<file path="config.mk">
export PLATFORM = sky130hd
export DESIGN_NAME = tcsc_ctrl
export DESIGN_NICKNAME = d
export VERILOG_FILES = /design/src/inc/tcsc_pkg.sv /design/src/inc/tcsc_dec_if.sv /design/src/design/tcsc_range_dec.sv /design/src/design/tcsc_ctrl.sv
export SDC_FILE = /design/constraint.sdc
export NUM_CORES = 1
export LEC_CHECK = 0
export BUFFER_PORTS_ARGS = -buffer_cell sky130_fd_sc_hd__buf_2
export CORE_AREA = 2 2 178 180
export DETAILED_ROUTE_END_ITERATION = 10
export DIE_AREA = 0 0 180 182
export GPL_TIMING_DRIVEN = 0
export PLACE_DENSITY = 0.34
export REMOVE_ABC_BUFFERS = 1
export SLEW_MARGIN = 5
export SYNTH_ARGS = -nofsm -noshare
export SYNTH_HDL_FRONTEND = slang
export SYNTH_SLANG_ARGS = --single-unit
</file>
<file path="constraint.sdc">
create_clock -name clk_sys -period 8.61 [get_ports clk_sys]
set_clock_uncertainty 0.2 [all_clocks]
set_input_delay 0.861 -clock clk_sys [delete_from_list [all_inputs] [get_ports clk_sys]]
set_output_delay 0.861 -clock clk_sys [all_outputs]
set_load 0.01 [all_outputs]
</file>
<file path="src/inc/tcsc_pkg.sv">
// package: constants and types for the tightly coupled sram control block
package tcsc_pkg;
  localparam int unsigned ADDR_W       = 32;
  localparam int unsigned DATA_W       = 32;
  localparam int unsigned CTRL_W       = 32;
  localparam int unsigned SZ_W         = 5;
  // control word bit positions
  localparam int unsigned CTRL_DEN_BIT = 16;
  localparam int unsigned CTRL_DLD_BIT = 17;
  localparam int unsigned CTRL_IEN_BIT = 18;
  localparam int unsigned CTRL_ILD_BIT = 19;
  localparam logic [CTRL_W-1:0] CTRL_ILOAD_MASK = 32'h000C_0000;
  localparam logic [CTRL_W-1:0] CTRL_DLOAD_MASK = 32'h0003_0000;
  localparam logic [CTRL_W-1:0] CTRL_RESET      = 32'h0000_0000;
  // size code n means 2**n bytes; 0 means no memory, 20 is one megabyte
  localparam logic [SZ_W-1:0]   SZ_MAX          = 5'h14;
  localparam logic [ADDR_W-1:0] ITCM_BASE       = 32'h0000_0000;
  localparam logic [DATA_W-1:0] DATA_RESET      = 32'h0000_0000;
  localparam logic [ADDR_W-1:0] ADDR_RESET      = 32'h0000_0000;

  typedef enum logic [1:0] {
    TCSC_SRC_EXT  = 2'b00,
    TCSC_SRC_ITCM = 2'b01,
    TCSC_SRC_DTCM = 2'b11
  } tcsc_src_t;
endpackage : tcsc_pkg

</file>
<file path="src/inc/tcsc_dec_if.sv">
// interface: carries one address and the region setup into the decoder
`timescale 1ns/10ps
interface tcsc_dec_if;
  import tcsc_pkg::*;
  logic [ADDR_W-1:0] addr;
  logic [ADDR_W-1:0] base;
  logic [SZ_W-1:0]   size;
  logic              hit;
  modport decoder (input addr, input base, input size, output hit);
  modport user    (output addr, output base, output size, input hit);
endinterface : tcsc_dec_if

</file>
<file path="src/design/tcsc_range_dec.sv">
// module: power-of-two region match, a mask compare with no adder
`timescale 1ns/10ps
module tcsc_range_dec (
  tcsc_dec_if.decoder d
);
  import tcsc_pkg::*;
  logic [ADDR_W-1:0] mask;
  logic              legal;

  // upper address bits above the size must equal the base
  generate
    for (genvar b = 0; b < ADDR_W; b++) begin : g_mask
      assign mask[b] = (b >= int'(d.size));
    end
  endgenerate

  // a zero or oversize code maps nothing
  assign legal = (d.size != '0) && (d.size <= SZ_MAX);
  assign d.hit = legal && (((d.addr ^ d.base) & mask) == '0);
endmodule : tcsc_range_dec

</file>
<file path="src/design/tcsc_ctrl.sv">
// module: routing of core instruction and data accesses to the two tcms
`timescale 1ns/10ps
module tcsc_ctrl (
  input  wire logic                        clk_sys,
  input  wire logic                        rst_n,
  input  wire logic                        clk_en,
  // control word and region setup
  input  wire logic [tcsc_pkg::CTRL_W-1:0] ctrl_word,
  input  wire logic [tcsc_pkg::SZ_W-1:0]   itcm_size,
  input  wire logic [tcsc_pkg::ADDR_W-1:0] dtcm_base,
  input  wire logic [tcsc_pkg::SZ_W-1:0]   dtcm_size,
  // core instruction port
  input  wire logic                        i_req,
  input  wire logic [tcsc_pkg::ADDR_W-1:0] i_addr,
  output logic      [tcsc_pkg::DATA_W-1:0] i_rdata,
  output logic                             i_ext,
  // core data port
  input  wire logic                        d_req,
  input  wire logic                        d_wr,
  input  wire logic [tcsc_pkg::ADDR_W-1:0] d_addr,
  input  wire logic [tcsc_pkg::DATA_W-1:0] d_wdata,
  input  wire logic [3:0]                  d_be,
  output logic      [tcsc_pkg::DATA_W-1:0] d_rdata,
  output logic                             d_ext,
  output logic                             d_stall,
  // instruction sram array
  output logic                             isr_cs,
  output logic                             isr_we,
  output logic      [tcsc_pkg::ADDR_W-1:0] isr_addr,
  output logic      [tcsc_pkg::DATA_W-1:0] isr_wdata,
  output logic      [3:0]                  isr_be,
  input  wire logic [tcsc_pkg::DATA_W-1:0] isr_rdata,
  // data sram array
  output logic                             dsr_cs,
  output logic                             dsr_we,
  output logic      [tcsc_pkg::ADDR_W-1:0] dsr_addr,
  output logic      [tcsc_pkg::DATA_W-1:0] dsr_wdata,
  output logic      [3:0]                  dsr_be,
  input  wire logic [tcsc_pkg::DATA_W-1:0] dsr_rdata,
  // status view of the control bits in force
  output logic                             itcm_on,
  output logic                             itcm_load,
  output logic                             dtcm_on,
  output logic                             dtcm_load
);
  import tcsc_pkg::*;

  ////////////////////////////////////////////////////////////////////////////
  // control bits
  logic ien;
  logic ild;
  logic den;
  logic dld;

  // the control word comes from the core's own register, which sits at its reset value in reset
  assign ien = ctrl_word[CTRL_IEN_BIT];
  assign ild = ctrl_word[CTRL_ILD_BIT];
  assign den = ctrl_word[CTRL_DEN_BIT];
  assign dld = ctrl_word[CTRL_DLD_BIT];

  ////////////////////////////////////////////////////////////////////////////
  // range decode
  tcsc_dec_if i_dec ();
  tcsc_dec_if di_dec ();
  tcsc_dec_if dd_dec ();

  assign i_dec.addr  = i_addr;
  assign i_dec.base  = ITCM_BASE;
  assign i_dec.size  = itcm_size;
  assign di_dec.addr = d_addr;
  assign di_dec.base = ITCM_BASE;
  assign di_dec.size = itcm_size;
  assign dd_dec.addr = d_addr;
  assign dd_dec.base = dtcm_base;
  assign dd_dec.size = dtcm_size;

  tcsc_range_dec u_dec_i  (.d(i_dec.decoder));
  tcsc_range_dec u_dec_di (.d(di_dec.decoder));
  tcsc_range_dec u_dec_dd (.d(dd_dec.decoder));

  ////////////////////////////////////////////////////////////////////////////
  // routing decisions
  logic i_use_itcm;
  logic d_use_itcm;
  logic d_use_dtcm;
  logic d_hits_i;
  logic d_hits_d;
  logic d_wants_i;

  always_comb begin
    // load mode blocks reads only, so a fetch never uses the array then
    i_use_itcm = i_req && i_dec.hit && ien && !ild;
    // the instruction range is decoded first when both ranges overlap
    d_hits_i   = di_dec.hit && ien;
    d_hits_d   = !d_hits_i && dd_dec.hit && den;
    d_wants_i  = d_req && d_hits_i && (d_wr || !ild);
    d_use_dtcm = d_req && d_hits_d && (d_wr || !dld);
    d_use_itcm = d_wants_i;
  end

  ////////////////////////////////////////////////////////////////////////////
  // instruction array port sharing: data side wins, fetch stalls a cycle
  logic i_grant;
  always_comb begin
    i_grant   = i_use_itcm && !d_use_itcm;
    isr_cs    = i_grant || d_use_itcm;
    isr_we    = d_use_itcm && d_wr;
    isr_addr  = d_use_itcm ? d_addr : i_addr;
    isr_wdata = d_wdata;
    isr_be    = d_use_itcm ? d_be : 4'hF;
    dsr_cs    = d_use_dtcm;
    dsr_we    = d_use_dtcm && d_wr;
    dsr_addr  = d_addr;
    dsr_wdata = d_wdata;
    dsr_be    = d_be;
    // disabled memories see no chip select, so contents are retained
    i_ext     = i_req && !i_use_itcm;
    d_ext     = d_req && !d_use_itcm && !d_use_dtcm;
    d_stall   = 1'b0;
  end

  ////////////////////////////////////////////////////////////////////////////
  // read return select, one cycle after the array is addressed
  tcsc_src_t i_src_reg;
  tcsc_src_t i_src_next;
  tcsc_src_t d_src_reg;
  tcsc_src_t d_src_next;
  logic      i_wait_reg;
  logic      i_wait_next;
  logic      d_rd_reg;
  logic      d_rd_next;
  logic      i_rd_reg;
  logic      i_rd_next;

  always_comb begin
    i_src_next  = i_src_reg;
    d_src_next  = d_src_reg;
    i_wait_next = i_wait_reg;
    i_rd_next   = i_rd_reg;
    d_rd_next   = d_rd_reg;
    if (clk_en) begin
      i_rd_next   = i_grant;
      i_src_next  = i_grant ? TCSC_SRC_ITCM : TCSC_SRC_EXT;
      d_rd_next   = (d_use_itcm || d_use_dtcm) && !d_wr;
      d_src_next  = d_use_itcm ? TCSC_SRC_ITCM :
                    (d_use_dtcm ? TCSC_SRC_DTCM : TCSC_SRC_EXT);
      i_wait_next = i_use_itcm && d_use_itcm;
    end
  end

  always_ff @(posedge clk_sys or negedge rst_n) begin
    if (!rst_n) begin
      i_src_reg  <= TCSC_SRC_EXT;
      d_src_reg  <= TCSC_SRC_EXT;
      i_wait_reg <= 1'b0;
      i_rd_reg   <= 1'b0;
      d_rd_reg   <= 1'b0;
    end else begin
      i_src_reg  <= i_src_next;
      d_src_reg  <= d_src_next;
      i_wait_reg <= i_wait_next;
      i_rd_reg   <= i_rd_next;
      d_rd_reg   <= d_rd_next;
    end
  end

  // array read data is single cycle, so it is steered straight through
  assign i_rdata = (i_rd_reg && (i_src_reg == TCSC_SRC_ITCM)) ? isr_rdata
                                                              : DATA_RESET;
  always_comb begin
    d_rdata = DATA_RESET;
    // a write leaves no read behind, so the port shows zero, not stale array data
    if (d_rd_reg) begin
      unique case (d_src_reg)
        TCSC_SRC_ITCM: d_rdata = isr_rdata;
        TCSC_SRC_DTCM: d_rdata = dsr_rdata;
        default:       d_rdata = DATA_RESET;
      endcase
    end
  end

  ////////////////////////////////////////////////////////////////////////////
  // status: fetch held off while the data port owns the instruction array
  logic i_hold;
  assign i_hold    = i_use_itcm && d_use_itcm;
  assign itcm_on   = ien;
  assign itcm_load = ien && ild;
  assign dtcm_on   = den;
  assign dtcm_load = den && dld;
endmodule : tcsc_ctrl

</file>
==> summary.txt <==
Run status
  – Outcome: finished, final reports clean

Worst setup path
  – Crit path kind: in -> out
  – Req. time, crit path: 7.55 ns
  – Critical Path Start: itcm_size[2]
  – Worst Reg-to-Reg Cells: 2
  – Flop-to-flop setup slack: 7.12 ns
  – CP max FO: 33
  – CP arrival: 4.27 ns
  – R2r endpoint: i_rd_reg
  – Setup crit start kind: input port
  – CP endpoint: isr_addr[2]
  – Crit path capture type: output port
  – Critical R2R Launch: i_rd_reg

Logic synthesis
  – Async SR Flop Fraction: 1.00
  – Register bit total from synthesis: 4
  – Main synth FF type: dfrtp_1
  – Post-synth EDFFs: 0
  – Avg Inst Size Synth: 6.91 sq um
  – Netlist Area Pre-Place: 3550 sq um
  – Yosys warns: 0
  – Sequential fraction of the synthesis area: 0.0282
  – Netlist cell types: 61
  – Synthesized instance count: 514

Route
  – DRC: 0
  – Vias/cell: 4.12
  – Iter 0 DRT Violations: 171
  – ANT nets after route: 0
  – Detailed Routing Iterations Pass 1: 4
  – Wire length per cell: 23.4 um
  – Drt total wl: 26.2 mm
  – Vias post-DR: 4617

Clock tree
  – Number of clock sinks: 4
  – Cts repair resizes: 0
  – Num CTS Buffers: 3
  – Max clock buf depth: 2
  – CTS Root Cell: clkbuf_16
  – Worst-path clk slew: 0.04 ns
  – Hold buffer count at cts: 0
  – Clock latency on the worst-skew pair: 0.22 ns
  – H-tree Lvls: 1
  – CTS tree: done
  – Post-CTS setup buffers: 0

Floorplan
  – Width of the die: 180 um
  – Die footprint: 32800 sq um
  – Initial Util: 0.115
  – Num ports: 455
  – Cell Rows: 65
  – Die Span Y: 182 um
  – Core area: 31000 sq um

Run
  – Max_cap viols: 0

Global routing
  – Global Route Usage Sum: 0.152
  – First-pass GRT wire length: 36.3 mm
  – Total grt overflow: 0
  – Vias in the first global route: 4712
  – Largest net degree at the start of global routing: 34
  – Initial antenna violation count: 6

Timing
  – Fmax: 187 MHz
  – Slew headroom: 0.111
  – Post-route minimum period: 5.33 ns
  – RSZ-0062 raised after global routing: false
  – Setup-failing EPs final: 0
  – Period utilization: 0.619
  – Slew Limit Fails: 0
  – Slew @ Worst Pin: 1.30 ns
  – Setup_tns: 0 ns
  – Hold Fails Final Rpt: 0

Cells and area
  – Share of post-route cells with drive strength above 1: 0.511
  – Most frequent cells in the layout: buf_2, nor2_1, and2_1, a21oi_1, mux2i_1
  – Area Growth Syn to Fin: 38.4%
  – Final #Nets: 963
  – Non-filler cells, final: 1121
  – Most common cell after layout, fill and taps aside: buf_2
  – Max reg flops: 2

Worst hold path
  – Path type of the worst min-delay path: in -> async

Pwr
  – P_leak: 2.42 nW
  – P_sw: 0.000124 W
  – Seq pwr share: 0.067
  – Worst vdd ir: 0.0514 mV
  – Logic pwr share: 0.661
  – Cell Int Power: 0.000158 W
  – Clk network pwr share: 0.272
  – Sw Ratio: 0.439
  – Power per cell area: 57.2 nW/um^2

Placement
  – Placer Congestion: 0.801
  – Cells after DPL: 1116
  – IO buf count: 329
  – Dpl hpwl: 23.2 mm
-- stage by stage --
| step | cell area, sq um | power [W] | hold slack (ns) | utilization | worst slack [ns] |
|---|---|---|---|---|---|
| after floorplan | 2640 | 0.0000851 | 0.281 | - | 4.28 |
| after global placement | 4790 | 0.000208 | 0.298 | 0.155 | 2.65 |
| after detailed placement | 4830 | 0.000208 | 0.304 | 0.156 | 3.26 |
| after CTS | 4910 | 0.000287 | 0.233 | 0.159 | 3.25 |
| after global routing | 4910 | 0.000304 | 0.233 | 0.159 | 3.15 |
| final | 4910 | 0.000281 | 0.232 | 0.159 | 3.28 |
-- synth_stat cells (4+ instances only) --
library cell | instances | area (sq um)
dfrtp_1 | 4 | 100
a2111oi_0 | 4 | 35.0
nor2b_1 | 10 | 62.6
nor3_1 | 6 | 30.0
and2_1 | 46 | 288
mux2_2 | 10 | 113
nor2_1 | 51 | 191
mux2_4 | 10 | 150
a31oi_1 | 4 | 25.0
mux2i_1 | 32 | 320
inv_1 | 14 | 52.6
xor2_1 | 18 | 158
o21ai_0 | 30 | 150
nand2_1 | 25 | 93.8
clkbuf_1 | 19 | 71.3
o2111ai_1 | 4 | 35.0
or3_1 | 4 | 25.0
a21oi_1 | 35 | 175
a31o_2 | 4 | 35.0
nand3_1 | 4 | 20.0
xnor2_1 | 14 | 123
buf_4 | 103 | 773
buf_2 | 6 | 30.0
-- layer usage --
layer  vias to the layer above  track usage  share of wire
met5                         -       0.0385         0.0069
li1                       2097            -              -
met4                         4       0.0176          0.010
met3                        18       0.0648           0.11
met1                      2122        0.185           0.41
met2                       376        0.254           0.46
-- worst min-delay path by stage --
stage | to | slack (ns) | cells past startpoint
2_1_floorplan | d_src_reg[0] | 0.28 | 1
3_3_place_gp | d_src_reg[0] | 0.30 | 1
3_5_place_dp | d_src_reg[0] | 0.30 | 1
4_1_cts | d_rd_reg | 0.23 | 1
5_1_grt | d_rd_reg | 0.23 | 1
6_report | d_rd_reg | 0.23 | 1
-- worst max-delay path: stages --
cell,delay [ns]
buf_2,0.36
o21ai_2,0.25
a2111oi_0,0.56
a31oi_1,0.17
nor4_2,0.33
o2111ai_2,0.46
or2_2,0.56
buf_12,0.20
mux2_4,0.32
buf_2,0.14
-- power by group through the flow --
stage / Sequential (W) / Clock (W) / Combinational, W
after floorplan: 0.0000192 / 0 / 0.0000659
after global placement: 0.0000191 / 0 / 0.000189
after detailed placement: 0.0000191 / 0 / 0.000189
after CTS: 0.0000189 / 0.0000778 / 0.000190
after global routing: 0.0000189 / 0.0000807 / 0.000204
final: 0.0000189 / 0.0000765 / 0.000186
-- layout make-up --
| type | instances | area (sq um) |
|---|---|---|
| inverters | 14 | 52.6 |
| diodes | 1 | 2.50 |
| clock buffers | 4 | 78.8 |
| repair buffers | 331 | 1690 |
| well taps | 402 | 503 |
| flip-flops and latches | 4 | 101 |
| multi-input cells | 365 | 2490 |
| fillers | 3720 | 26100 |
-- logic make-up (layout without fill, tap and decap cells) --
| group | Yosys count | count (layout) | share of synthesized area |
|---|---|---|---|
| buf+inv | 145 | 349 | 0.271 |
| fa+ha+maj | 2 | 2 | 0.00564 |
| flops | 4 | 4 | 0.0282 |
| other cells | 1 | 2 | 0.00106 |
| xor+xnor | 32 | 32 | 0.0789 |
| simple gates | 165 | 165 | 0.239 |
| compound gates | 113 | 113 | 0.212 |
| mux | 52 | 52 | 0.164 |
No activity file was read; power rests on OpenSTA's default activity.
